$ cat config.mk
export PLATFORM = sky130hd
export DESIGN_NAME = sld_lcd_driver
export DESIGN_NICKNAME = d
export VERILOG_FILES = /design/src/rtl/sld_pkg.sv /design/src/rtl/sld_frame_timer.sv /design/src/rtl/sld_lcd_driver.sv
export VERILOG_INCLUDE_DIRS = /design/src /design/src/rtl
export SDC_FILE = /design/constraint.sdc
export NUM_CORES = 1
export LEC_CHECK = 0
export ABC_CLOCK_PERIOD_IN_PS = 4900
export BUFFER_PORTS_ARGS = -buffer_cell sky130_fd_sc_hd__buf_2
export CORE_AREA = 10 10 141 272
export CTS_CLUSTER_SIZE = 24
export DETAILED_ROUTE_END_ITERATION = 16
export DIE_AREA = 0 0 151 282
export PLACE_DENSITY = 0.66
export SLEW_MARGIN = 20
export SYNTH_ARGS = -nofsm -noshare
export SYNTH_HDL_FRONTEND = slang
export SYNTH_HIERARCHICAL = 1
export SYNTH_SLANG_ARGS = --single-unit
$ cat constraint.sdc
create_clock -name sys_clk -period 4.9 [get_ports sys_clk]
set_input_delay 0.49 -clock sys_clk [delete_from_list [all_inputs] [get_ports sys_clk]]
set_output_delay 0.49 -clock sys_clk [all_outputs]
set_load 0.03 [all_outputs]
$ cat src/rtl/sld_params.svh
// Operation
// - frame length is 256, 512, 680 or 1024 drive clocks by divider code
// - under 1/3 duty frame lengths become 252, 504, 681 and 1008
// - duty code 4=1/8, 3=1/4, 2=1/3, 1=1/2, 0=static; 5-7 reserved; reset 4
// - 1/8 drives com0-7 seg0-15; otherwise shared pins become seg16-19
// - every duty uses one-third bias with three drive potentials
// - twenty bytes of display memory at indices 0x53c0 to 0x53d3
// - memory bit one lights its pixel, zero clears it; bits read back
// - unmapped memory bits act as plain read/write storage
// - reduced duties show low nibble for area 0, high nibble for area 1
// - segment order bit one ascending addresses, zero descending
// - common order bit one ascending bits, zero descending
// - display state 0 off, 1 normal, 2 all on, 3 all off
// - display off stops drive supply, all potentials at ground
// - all on/off override waveform only; commons dynamic on, static off
// - display state resets off; sleep forces off and wake restores it
// - four-bit contrast code, 0xf darkest, 0x0 lightest, reset 0x7
// - reverse bit zero inverts every pixel, memory untouched
// - inversion ignored for all off but applied for all on
// - high speed source is predivided by 1/32 to 1/512 first
`ifndef SLD_PARAMS_SVH
`define SLD_PARAMS_SVH

// ----------------------------------------------------------------
// register indices, byte address is four times the index
// ----------------------------------------------------------------
`define SLD_IDX_DISPLAY_CONTROL     15'h50A0
`define SLD_IDX_CONTRAST_ADJUST     15'h50A1
`define SLD_IDX_PANEL_CLOCK_CONTROL 15'h50A2
`define SLD_IDX_PANEL_CLOCK_SOURCE  15'h50A4
`define SLD_IDX_FRAME_STATUS        15'h50A7
`define SLD_IDX_MEM_FIRST           15'h53C0
`define SLD_IDX_MEM_LAST            15'h53D3
`define SLD_MEM_BYTES               20

// ----------------------------------------------------------------
// field positions, masks and reset values
// ----------------------------------------------------------------
`define SLD_DC_SEG_ORDER   7
`define SLD_DC_COM_ORDER   6
`define SLD_DC_AREA        5
`define SLD_DC_REVERSE     4
`define SLD_CC_FRAME_MSB   7
`define SLD_CC_FRAME_LSB   6
`define SLD_SRC_HS         0
`define SLD_DC_MASK        8'hF3
`define SLD_CA_MASK        8'h0F
`define SLD_CC_MASK        8'hC7
`define SLD_SRC_MASK       8'h0F
`define SLD_DC_RESET       8'hD0
`define SLD_CA_RESET       8'h07
`define SLD_CC_RESET       8'h44
`define SLD_SRC_RESET      8'h00

// ----------------------------------------------------------------
// timing counts in drive clock periods; predivider ratio in high speed ticks
// ----------------------------------------------------------------
`define SLD_FRAME_DIV0     11'h100
`define SLD_FRAME_DIV1     11'h200
`define SLD_FRAME_DIV2     11'h2A8
`define SLD_FRAME_DIV3     11'h400
`define SLD_THIRD_DIV0     11'h0FC
`define SLD_THIRD_DIV1     11'h1F8
`define SLD_THIRD_DIV2     11'h2A9
`define SLD_THIRD_DIV3     11'h3F0
`define SLD_PREDIV_MIN     10'h020
`define SLD_PREDIV_MAX_CODE 3'h4

`endif

$ cat src/rtl/sld_pkg.sv
package sld_pkg;

  typedef enum logic [2:0] {
    SLD_DUTY_STATIC  = 3'h0,
    SLD_DUTY_HALF    = 3'h1,
    SLD_DUTY_THIRD   = 3'h2,
    SLD_DUTY_QUARTER = 3'h3,
    SLD_DUTY_EIGHTH  = 3'h4
  } sld_duty_type;

  typedef enum logic [1:0] {
    SLD_DISP_OFF     = 2'h0,
    SLD_DISP_NORMAL  = 2'h1,
    SLD_DISP_ALL_ON  = 2'h2,
    SLD_DISP_ALL_OFF = 2'h3
  } sld_disp_type;

  typedef enum logic [1:0] {
    SLD_LVL_VSS = 2'h0,
    SLD_LVL_VC1 = 2'h1,
    SLD_LVL_VC2 = 2'h2,
    SLD_LVL_VC3 = 2'h3
  } sld_level_type;

  typedef enum logic [1:0] {
    SLD_BUS_IDLE = 2'b01,
    SLD_BUS_ACK  = 2'b10
  } sld_bus_state_type;

  typedef struct packed {
    logic                 supply_on;
    logic                 shared_is_com;
    logic [3:0][1:0]      com;
    logic [3:0][1:0]      shared;
    logic [15:0][1:0]     seg;
  } sld_pins_type;

endpackage : sld_pkg

$ cat src/rtl/sld_frame_timer.sv
`timescale 1ns/1ps
`include "sld_params.svh"
module sld_frame_timer
  import sld_pkg::*;
(
  input  wire logic       sys_clk,
  input  wire logic       rst_n,
  input  wire logic       run,
  input  wire logic       low_tick,
  input  wire logic       hs_tick,
  input  wire logic       hs_select,
  input  wire logic [2:0] prediv_code,
  input  wire logic [2:0] duty,
  input  wire logic [1:0] frame_code,
  input  wire logic [2:0] ncom_m1,
  output logic      [2:0] slot,
  output logic            polarity,
  output logic            frame_start
);

  logic [9:0]  pre_cnt_r;
  logic        pre_tick_r;
  logic [10:0] slot_cnt_r;
  logic [2:0]  slot_r;
  logic        pol_r;
  logic        frame_r;

  // ----------------------------------------------------------------
  // drive clock selection and predivider
  // ----------------------------------------------------------------
  wire [2:0]  pre_code  = (prediv_code > `SLD_PREDIV_MAX_CODE) ? `SLD_PREDIV_MAX_CODE : prediv_code;
  wire [9:0]  pre_ratio = `SLD_PREDIV_MIN << pre_code;
  wire        pre_wrap  = hs_tick && (pre_cnt_r == pre_ratio - 10'h001);
  wire        tick      = hs_select ? pre_tick_r : low_tick;

  // ----------------------------------------------------------------
  // slot length: frame length shared out over the active commons
  // ----------------------------------------------------------------
  wire [10:0] div_norm = (frame_code == 2'h0) ? `SLD_FRAME_DIV0 :
                         (frame_code == 2'h1) ? `SLD_FRAME_DIV1 :
                         (frame_code == 2'h2) ? `SLD_FRAME_DIV2 : `SLD_FRAME_DIV3;
  wire [10:0] div_third = (frame_code == 2'h0) ? 11'(`SLD_THIRD_DIV0 / 3) :
                          (frame_code == 2'h1) ? 11'(`SLD_THIRD_DIV1 / 3) :
                          (frame_code == 2'h2) ? 11'(`SLD_THIRD_DIV2 / 3) : 11'(`SLD_THIRD_DIV3 / 3);
  wire [10:0] slot_len = (duty == SLD_DUTY_THIRD)   ? div_third :
                         (duty == SLD_DUTY_EIGHTH)  ? (div_norm >> 3) :
                         (duty == SLD_DUTY_QUARTER) ? (div_norm >> 2) :
                         (duty == SLD_DUTY_HALF)    ? (div_norm >> 1) : div_norm;
  wire        slot_end  = tick && (slot_cnt_r >= slot_len - 11'h001);
  wire        frame_end = slot_end && (slot_r >= ncom_m1);

  always_ff @(posedge sys_clk or negedge rst_n) begin
    if (!rst_n) begin
      pre_cnt_r  <= 10'h000;
      pre_tick_r <= 1'b0;
    end else begin
      pre_cnt_r  <= (!hs_select || pre_wrap) ? 10'h000 : (hs_tick ? pre_cnt_r + 10'h001 : pre_cnt_r);
      pre_tick_r <= hs_select && pre_wrap;
    end
  end

  always_ff @(posedge sys_clk or negedge rst_n) begin
    if (!rst_n) begin
      slot_cnt_r <= 11'h000;
      slot_r     <= 3'h0;
      pol_r      <= 1'b0;
      frame_r    <= 1'b0;
    end else if (!run) begin
      slot_cnt_r <= 11'h000;
      slot_r     <= 3'h0;
      pol_r      <= 1'b0;
      frame_r    <= 1'b0;
    end else begin
      slot_cnt_r <= slot_end ? 11'h000 : (tick ? slot_cnt_r + 11'h001 : slot_cnt_r);
      slot_r     <= frame_end ? 3'h0 : (slot_end ? slot_r + 3'h1 : slot_r);
      pol_r      <= frame_end ? ~pol_r : pol_r;
      frame_r    <= frame_end;
    end
  end

  assign slot        = slot_r;
  assign polarity    = pol_r;
  assign frame_start = frame_r;

endmodule : sld_frame_timer

$ cat src/rtl/sld_lcd_driver.sv
`timescale 1ns/1ps
`include "sld_params.svh"
module sld_lcd_driver
  import sld_pkg::*;
(
  input  wire logic        sys_clk,
  input  wire logic        rst_n,
  input  wire logic [14:0] avs_address,
  input  wire logic        avs_read,
  input  wire logic        avs_write,
  input  wire logic [31:0] avs_writedata,
  input  wire logic [3:0]  avs_byteenable,
  output logic      [31:0] avs_readdata,
  output logic             avs_waitrequest,
  input  wire logic        low_freq_oscillator_tick,
  input  wire logic        high_speed_clock_tick,
  input  wire logic        sleep_active,
  output sld_pins_type     pins,
  output logic      [3:0]  contrast_level,
  output logic             frame_pulse
);

  // ----------------------------------------------------------------
  // state
  // ----------------------------------------------------------------
  sld_bus_state_type bus_state_r;
  sld_bus_state_type bus_state_nxt;
  logic [7:0]   display_control_r;
  logic [7:0]   contrast_adjust_r;
  logic [7:0]   panel_clock_control_r;
  logic [7:0]   panel_clock_source_r;
  logic [7:0]   mem_r [0:`SLD_MEM_BYTES-1];
  logic [31:0]  rdata_r;
  logic         wait_r;
  sld_pins_type pins_r;
  logic         frame_pulse_r;
  logic [2:0]   slot;
  logic         polarity;
  logic         frame_start;
  sld_pins_type pins_nxt;
  logic [1:0]   com_lvl [0:7];
  logic [1:0]   seg_lvl [0:19];

  // ----------------------------------------------------------------
  // bus decode
  // ----------------------------------------------------------------
  wire req       = avs_read || avs_write;
  // a request completes at the edge where waitrequest is seen low
  wire accept    = req && !wait_r;
  wire wr_go     = accept && avs_write && avs_byteenable[0];
  wire [7:0] wb  = avs_writedata[7:0];
  wire hit_dc    = (avs_address == `SLD_IDX_DISPLAY_CONTROL);
  wire hit_ca    = (avs_address == `SLD_IDX_CONTRAST_ADJUST);
  wire hit_cc    = (avs_address == `SLD_IDX_PANEL_CLOCK_CONTROL);
  wire hit_src   = (avs_address == `SLD_IDX_PANEL_CLOCK_SOURCE);
  wire hit_st    = (avs_address == `SLD_IDX_FRAME_STATUS);
  wire hit_mem   = (avs_address >= `SLD_IDX_MEM_FIRST) && (avs_address <= `SLD_IDX_MEM_LAST);
  wire [14:0] mem_off = avs_address - `SLD_IDX_MEM_FIRST;
  wire [4:0]  mem_idx = mem_off[4:0];

  always_comb begin
    bus_state_nxt = bus_state_r;
    unique case (bus_state_r)
      SLD_BUS_IDLE: begin
        if (req) begin
          bus_state_nxt = SLD_BUS_ACK;
        end
      end
      SLD_BUS_ACK: begin
        bus_state_nxt = SLD_BUS_IDLE;
      end
      default: begin
        bus_state_nxt = SLD_BUS_IDLE;
      end
    endcase
  end

  // ----------------------------------------------------------------
  // control decode
  // ----------------------------------------------------------------
  wire [2:0]  duty      = panel_clock_control_r[2:0];
  wire [1:0]  frame_code = panel_clock_control_r[`SLD_CC_FRAME_MSB:`SLD_CC_FRAME_LSB];
  wire        hs_select = panel_clock_source_r[`SLD_SRC_HS];
  wire [2:0]  prediv_code = panel_clock_source_r[3:1];
  wire        seg_asc   = display_control_r[`SLD_DC_SEG_ORDER];
  wire        com_asc   = display_control_r[`SLD_DC_COM_ORDER];
  wire        area1     = display_control_r[`SLD_DC_AREA];
  wire        normal_px = display_control_r[`SLD_DC_REVERSE];
  wire        duty_ok   = (duty <= SLD_DUTY_EIGHTH);
  wire        eighth    = (duty == SLD_DUTY_EIGHTH);
  wire [2:0]  ncom_m1   = (duty == SLD_DUTY_EIGHTH)  ? 3'h7 :
                          (duty == SLD_DUTY_QUARTER) ? 3'h3 :
                          (duty == SLD_DUTY_THIRD)   ? 3'h2 :
                          (duty == SLD_DUTY_HALF)    ? 3'h1 : 3'h0;
  wire [1:0]  eff_state = sleep_active ? SLD_DISP_OFF : display_control_r[1:0];
  wire        st_off    = (eff_state == SLD_DISP_OFF) || !duty_ok;
  wire        st_all_on = (eff_state == SLD_DISP_ALL_ON);
  wire        st_all_off = (eff_state == SLD_DISP_ALL_OFF);
  // caller supplies a running drive clock before normal display
  wire        run       = !st_off;

  // ----------------------------------------------------------------
  // frame timing
  // ----------------------------------------------------------------
  sld_frame_timer u_timer (
    .sys_clk     (sys_clk),
    .rst_n       (rst_n),
    .run         (run),
    .low_tick    (low_freq_oscillator_tick),
    .hs_tick     (high_speed_clock_tick),
    .hs_select   (hs_select),
    .prediv_code (prediv_code),
    .duty        (duty),
    .frame_code  (frame_code),
    .ncom_m1     (ncom_m1),
    .slot        (slot),
    .polarity    (polarity),
    .frame_start (frame_start)
  );

  // ----------------------------------------------------------------
  // memory mapping
  // ----------------------------------------------------------------
  // common bit order
  wire [2:0]  com_bit  = com_asc ? slot : (ncom_m1 - slot);
  wire [2:0]  pix_bit  = (area1 && !eighth) ? (com_bit + 3'h4) : com_bit;
  wire [4:0]  nseg_m1  = eighth ? 5'h0F : 5'h13;

  wire [1:0]  lv_com_sel   = polarity ? SLD_LVL_VC3 : SLD_LVL_VSS;
  wire [1:0]  lv_com_unsel = polarity ? SLD_LVL_VC1 : SLD_LVL_VC2;
  wire [1:0]  lv_seg_on    = polarity ? SLD_LVL_VSS : SLD_LVL_VC3;
  wire [1:0]  lv_seg_off   = polarity ? SLD_LVL_VC2 : SLD_LVL_VC1;

  genvar gi;
  generate
    for (gi = 0; gi < 20; gi++) begin : g_seg
      wire [4:0] addr  = seg_asc ? 5'(gi) : (nseg_m1 - 5'(gi));
      wire       pix   = mem_r[addr][pix_bit];
      wire       shown = st_all_on ? 1'b1 : pix;
      wire       lit   = shown ^ !normal_px;
      assign seg_lvl[gi] = st_off     ? SLD_LVL_VSS :
                           st_all_off ? lv_com_sel :
                           (lit ? lv_seg_on : lv_seg_off);
    end
    for (gi = 0; gi < 8; gi++) begin : g_com
      wire active = (3'(gi) <= ncom_m1);
      wire sel    = active && (st_all_off || (slot == 3'(gi)));
      assign com_lvl[gi] = st_off ? SLD_LVL_VSS : (sel ? lv_com_sel : lv_com_unsel);
    end
    for (gi = 0; gi < 16; gi++) begin : g_seg_pin
      assign pins_nxt.seg[gi] = seg_lvl[gi];
    end
    for (gi = 0; gi < 4; gi++) begin : g_shared
      assign pins_nxt.com[gi]    = com_lvl[gi];
      assign pins_nxt.shared[gi] = eighth ? com_lvl[gi+4] : seg_lvl[gi+16];
    end
  endgenerate

  assign pins_nxt.shared_is_com = eighth;
  assign pins_nxt.supply_on     = !st_off;

  // ----------------------------------------------------------------
  // read data
  // ----------------------------------------------------------------
  wire [7:0] status_byte = {3'h0, run, slot, polarity};
  wire [7:0] rd_byte = hit_dc  ? (display_control_r & `SLD_DC_MASK) :
                       hit_ca  ? (contrast_adjust_r & `SLD_CA_MASK) :
                       hit_cc  ? (panel_clock_control_r & `SLD_CC_MASK) :
                       hit_src ? (panel_clock_source_r & `SLD_SRC_MASK) :
                       hit_st  ? status_byte :
                       hit_mem ? mem_r[mem_idx] : 8'h00;

  // ----------------------------------------------------------------
  // registers
  // ----------------------------------------------------------------
  always_ff @(posedge sys_clk or negedge rst_n) begin
    if (!rst_n) begin
      bus_state_r <= SLD_BUS_IDLE;
      wait_r      <= 1'b1;
      rdata_r     <= 32'h0000_0000;
    end else begin
      bus_state_r <= bus_state_nxt;
      wait_r      <= !(bus_state_r == SLD_BUS_IDLE && req);
      rdata_r     <= (bus_state_r == SLD_BUS_IDLE && avs_read) ? {24'h00_0000, rd_byte} : rdata_r;
    end
  end

  always_ff @(posedge sys_clk or negedge rst_n) begin
    if (!rst_n) begin
      display_control_r <= `SLD_DC_RESET;
    end else if (wr_go && hit_dc) begin
      display_control_r <= wb & `SLD_DC_MASK;
    end
  end

  always_ff @(posedge sys_clk or negedge rst_n) begin
    if (!rst_n) begin
      contrast_adjust_r <= `SLD_CA_RESET;
    end else if (wr_go && hit_ca) begin
      contrast_adjust_r <= wb & `SLD_CA_MASK;
    end
  end

  always_ff @(posedge sys_clk or negedge rst_n) begin
    if (!rst_n) begin
      panel_clock_control_r <= `SLD_CC_RESET;
      panel_clock_source_r  <= `SLD_SRC_RESET;
    end else begin
      if (wr_go && hit_cc) begin
        panel_clock_control_r <= wb & `SLD_CC_MASK;
      end
      if (wr_go && hit_src) begin
        panel_clock_source_r <= wb & `SLD_SRC_MASK;
      end
    end
  end

  // whole bytes stored, used or not
  generate
    for (gi = 0; gi < `SLD_MEM_BYTES; gi++) begin : g_mem
      always_ff @(posedge sys_clk or negedge rst_n) begin
        if (!rst_n) begin
          mem_r[gi] <= 8'h00;
        end else if (wr_go && hit_mem && (mem_idx == 5'(gi))) begin
          mem_r[gi] <= wb;
        end
      end
    end
  endgenerate

  // pins are registered so the panel never sees decode glitches
  always_ff @(posedge sys_clk or negedge rst_n) begin
    if (!rst_n) begin
      pins_r        <= '0;
      frame_pulse_r <= 1'b0;
    end else begin
      pins_r        <= pins_nxt;
      frame_pulse_r <= frame_start;
    end
  end

  assign avs_readdata    = rdata_r;
  assign avs_waitrequest = wait_r;
  assign pins            = pins_r;
  assign contrast_level  = contrast_adjust_r[3:0];
  assign frame_pulse     = frame_pulse_r;

endmodule : sld_lcd_driver

; After elaboration in Yosys (flattened, before gate mapping)
; Index checks and enable logic that the tools add are counted.
[op_classes]
multipliers = 0
eq_ne = 42
add_sub_neg = 27
reduce_logical = 70
bitwise_logic = 42
order_cmp = 36
n_shift = 1
mux = 266
n_div = 0
[op_table]
columns = op, count
row1 = $bmux 8 s5, 21
row2 = $mux 8, 48
row3 = $mux 2, 89
row4 = $mux 11, 12
row5 = $ge 6x6->1 const B, 21
row6 = $not 5->6, 21
row7 = $mux 5, 21
row8 = $eq 15x15->1 const B, 5
row9 = $bmux 1 s3, 20
row10 = $mux 1, 45
row11 = $logic_and 1x1->1, 44
row12 = $eq 5x4->1 const B, 8
row13 = $sub 5x4->5 const B, 8
row14 = $mux 3, 7
row15 = $eq 5x3->1 const B, 4
row16 = $eq 5x5->1 const B, 4
row17 = $mux 10, 2
row18 = $sub 5x3->5 const B, 4
row19 = $sub 5x5->5 const B, 4
row20 = $xor 1x1->1, 20
row21 = $eq 3x3->1 const B, 5
row22 = $ge 15x15->1 const B, 1
row23 = $le 15x15->1 const B, 1
row24 = $eq 3x2->1 const B, 4
row25 = other kinds (34), 65
[totals]
output_inout_bits = 88
inputBits = 58
romBits = 0
latchBits = 0
n_memories = 0
wordCells = 544
register_bits = 268
ramBits = 0

; Longest topological paths before layout
[depth]
word_depth = 17
depth_mapped = 21
mapped_depth_nobuf = 15

; By module
; Netlist, hierarchy kept.
[by_module_without_submodules]
columns = mod, instances, area_each_um2, cells_each, seq_area_each_um2
row1 = sld_lcd_driver, 1, 14377.5, 1339, 5542.8
row2 = sld_frame_timer, 1, 2299.7, 267, 675.6

; Worst setup path after synthesis
; Ideal clock, no wire load.
[synth_timing]
kind = register to register
start = reg panel_clock_control_r[2]
end = reg pins_r, in the netlist pins[37]
synth_period_minus_slack_ns = 4.577
setup_ns = 0.133
required_time_ns = 4.767
path_buffers = 6
path_slack_ns = 0.323
stages_incl_launch_ff = 21
arrival_time_ns = 4.444
cell_sequence = dfstp_2 or3b_1 buf_6 inv_1 buf_2 buf_2 buf_1 nor2_1 ha_1 fa_1 nand2b_1 nand2_1 buf_2 buf_2 nand2_1 a31o_2 mux4_2 nand2_1 xnor2_1 mux2i_1 o211ai_1
[synth_lines]
columns = item, line_no
row1 = "start, declared", sld_lcd_driver.sv:30  ; logic [7:0] panel_clock_control_r;
row2 = "start signal, assigned", sld_lcd_driver.sv:206  ; panel_clock_control_r <= `SLD_CC_RESET;
row3 = "start signal, assigned", sld_lcd_driver.sv:210  ; panel_clock_control_r <= wb & `SLD_CC_MASK;
row4 = "end signal, assigned", sld_lcd_driver.sv:237  ; pins_r <= pins_nxt;
row5 = "end, declared", sld_lcd_driver.sv:35  ; sld_pins_type pins_r;

==> tab_implementation.tex <==
\begin{tabular}{lr}
\hline
Metric & Value \\
\hline
\multicolumn{2}{l}{\textbf{Run status}} \\
Outcome & finished clean \\
\multicolumn{2}{l}{\textbf{Synth}} \\
Avg Cell Area, Syn & 10.4 um2 \\
Synth Register Bits & 248 \\
Gate count after technology mapping & 1606 \\
Synth warnings & 6 \\
Top flip-flop cell by instance count after synthesis & sky130\_fd\_sc\_hd\_\_dfrtp\_1 \\
Proportion of register bits with asynchronous set or reset after synthesis & 100\% \\
Number of synthesized flops with an enable pin & 0 \\
Mapped Area & 0.0167 mm2 \\
Post-synth cell types & 91 \\
Part of the Yosys area used for sequential elements & 37.3\% \\
\multicolumn{2}{l}{\textbf{Routing}} \\
Number of design-rule violations left by the first detailed-router iteration & 1327 \\
DRC violation count after routing & 0 \\
ANT nets after route & 0 \\
Detailed-route via count & 13900 \\
Routed wire length per instance & 29.8 um \\
Final wirelength & 62100 um \\
Length of the first detailed-routing pass in iterations & 6 \\
Vias per cell & 6.66 \\
\multicolumn{2}{l}{\textbf{Power}} \\
Pwr per Cell Area & 237 mW/mm2 \\
Net switching share of the total power & 25.9\% \\
Part of the power in the clock network & 44.8\% \\
Peak ir drop on the vdd network & 0.000235 V \\
Register share of total power & 48.6\% \\
Relative contribution of combinational cells to total power & 6.6\% \\
Net load switching power & 1.11 mW \\
Leak Pwr & 8.31 nW \\
Internal power component & 3.18 mW \\
\multicolumn{2}{l}{\textbf{Clock tree}} \\
Number of buffers inserted to repair setup after CTS & 0 \\
Cts-stage hold buffer count & 0 \\
Clock tree from TritonCTS & built \\
Max clock buf depth & 3 \\
Root buffer selected by CTS & sky130\_fd\_sc\_hd\_\_clkbuf\_16 \\
Number of buffers created by CTS & 24 \\
Clk\_lat worst skew & 0.55 ns \\
Number of clock sinks & 248 \\
Cts repair resizes & 0 \\
Clock transition at the register clock pins on the worst setup and hold paths after CTS & 0.07 ns \\
H-Tree Level Count & 1 \\
\multicolumn{2}{l}{\textbf{STA}} \\
Crit share post-route & 92.5\% \\
Endpoints failing setup & 0 \\
Number of hold-slack violations in the final timing report & 0 \\
Worst slew slack as a fraction of its limit & 32.9\% \\
RSZ-0062 raised after global routing & false \\
Crit path time final & 4.53 ns \\
Setup\_tns & 0 ns \\
Max Clock Skew & 0.0125 ns \\
Highest attainable clock frequency & 0.221 GHz \\
Worst hold slack & 0.0385 ns \\
Max Slew Vio Count & 0 \\
Transition time at the pin with the least slew margin & 1.01 ns \\
\multicolumn{2}{l}{\textbf{Global routing}} \\
Largest net degree at the start of global routing & 127 \\
Wire length of the first global-routing pass & 90600 um \\
Via count of the first global-routing pass & 13800 \\
Met3 Use GR & 5.25\% \\
Routing usage on met1 & 27.7\% \\
Initial antenna violation count & 4 \\
Busiest grt layer & met2 \\
Met2 Resource Use GR & 51.8\% \\
Overall fraction of global-route tracks in use & 28.7\% \\
Total gr overflow & 0 \\
\multicolumn{2}{l}{\textbf{Die}} \\
Overall die area & 0.0426 mm2 \\
Std cell rows & 96 \\
Floorplan Core Area & 0.0341 mm2 \\
Chip width & 151 um \\
Die Ht & 282 um \\
Top Ports & 146 \\
Initial cell density of the core & 48.9\% \\
\multicolumn{2}{l}{\textbf{Setup path}} \\
Worst Setup SP & panel\_clock\_control\_r[2] \\
FF-to-FF setup slack & 0.37 ns \\
Worst-path maximum fanout & 35 \\
Worst r2r dst & pins[27] \\
Number of cells traversed by the worst register-to-register path & 14 \\
Critical Path Start Type & flop \\
Critical R2R Launch & panel\_clock\_control\_r[2] \\
Class of the most critical setup path & reg -> reg \\
Kind of capture point of the worst setup path & flop \\
Arrival time reported for the critical path endpoint & 4.93 ns \\
Required time of the worst setup path & 5.30 ns \\
\multicolumn{2}{l}{\textbf{Cells and area}} \\
Leading cell types in the layout, fill and taps excluded & sky130\_fd\_sc\_hd\_\_dfrtp\_1, sky130\_fd\_sc\_hd\_\_nand2\_1, sky130\_fd\_sc\_hd\_\_mux2\_2 \\
Most common cell after layout, fill and taps aside & sky130\_fd\_sc\_hd\_\_dfrtp\_1 \\
Synth-to-layout area growth & 8.34\% \\
Share of final-layout standard cells stronger than drive strength 1 & 30.3\% \\
Core occupancy in the finished layout & 53.0\% \\
Final \#Nets & 1702 \\
Design area & 0.0181 mm2 \\
\multicolumn{2}{l}{\textbf{Min path}} \\
Class of the worst hold path & in -> async \\
\multicolumn{2}{l}{\textbf{Job}} \\
Number of violations of the max-capacitance limit & 0 \\
\multicolumn{2}{l}{\textbf{Place}} \\
RD Place Congestion & 1.00 \\
Port Buf Inserts & 94 \\
HPWL after detailed placement & 44300 um \\
Instance area at placement & 0.0173 mm2 \\
\hline
\end{tabular}
[layout make-up]
| class | count | area [um2] |
|---|---|---|
| repair buffers | 134 | 818 |
| well taps | 441 | 552 |
| clock buffers | 30 | 674 |
| multi-input cells | 1183 | 9570 |
| flip-flops and latches | 248 | 6220 |
| fillers | 3077 | 16000 |
| clock inverters | 14 | 123 |
| inverters | 29 | 109 |
| diodes | 2 | 5.00 |
[power by group through the flow]
stage	Combinational (mW)	Clock [mW]	Sequential (mW)
global route	0.300	2.02	2.08
global placement	0.277	0	2.12
detailed placement	0.281	0	2.12
floorplan	0.145	0	2.15
CTS	0.282	1.94	2.08
finish	0.285	1.92	2.08
[critical path: stages (launching register included)]
cell and delay [ns]:
sky130_fd_sc_hd__dfstp_2 0.53, sky130_fd_sc_hd__or3b_4 0.43, sky130_fd_sc_hd__inv_1 0.10, sky130_fd_sc_hd__nor2_1 0.06, sky130_fd_sc_hd__ha_1 0.19, sky130_fd_sc_hd__fa_1 0.47
sky130_fd_sc_hd__nand2b_1 0.12, sky130_fd_sc_hd__and2_2 0.71, sky130_fd_sc_hd__nand2_1 0.12, sky130_fd_sc_hd__a31o_2 0.32, sky130_fd_sc_hd__mux4_2 0.51, sky130_fd_sc_hd__o221ai_1 0.38
sky130_fd_sc_hd__xnor2_1 0.17, sky130_fd_sc_hd__nand2_1 0.10, sky130_fd_sc_hd__mux2i_1 0.15
[through the flow]
stage	total power [mW]	setup slack, ns	instances
detailed placement	2.40	0.430	2035
finish	4.29	0.365	2081
CTS	4.31	0.409	2079
floorplan	2.29	0.323	1629
global placement	2.40	0.449	2035
global route	4.40	0.140	2081
[worst max path at each step]
stage               slack, ns  cells after the start        to
floorplan                0.32                     20  pins[37]
global placement         0.45                     14  pins[27]
detailed placement       0.43                     14  pins[27]
CTS                      0.41                     14  pins[27]
global route             0.14                     14  pins[27]
finish                   0.37                     14  pins[27]
[sequential cells by signal, summed over array words and instances (netlist names), 2 cells and up]
register	count
u_timer/pre_cnt_r	10
panel_clock_control_r	5
display_control_r	6
pins	30
contrast_adjust_r	4
u_timer/slot	3
panel_clock_source_r	4
bus_state_r	2
mem_r	160
u_timer/slot_cnt_r	11
avs_readdata	8
[metal layers]
metal	vias up	wire length, um
li1	5860	-
met1	6918	19100
met2	802	32400
met3	285	4640
met4	2	5900
met5	-	13
[logic make-up (layout without fill, tap and decap cells)]
family / Yosys count / count (layout) / share of synthesized area (%)
compound gates: 301 / 301 / 11.9
xor+xnor: 39 / 39 / 2.05
buf+inv: 198 / 207 / 5.97
mux: 332 / 332 / 27.7
simple gates: 463 / 463 / 13.3
other cells: 1 / 26 / 0.0225
fa+ha+maj: 24 / 24 / 1.85
flops: 248 / 248 / 37.3
[cells in the mapped netlist, drive strengths merged, types with 40 or more instances]
cell type | number | area [um2]
clkbuf | 73 | 278
dfrtp | 238 | 5960
nor2 | 72 | 270
mux2i | 52 | 521
mux4 | 82 | 1870
o21ai | 72 | 364
nand3 | 46 | 243
nand2 | 217 | 817
a21oi | 78 | 390
mux2 | 198 | 2230
a211oi | 40 | 305
buf | 96 | 609
Note: power is estimated with default switching activity, not from simulation.
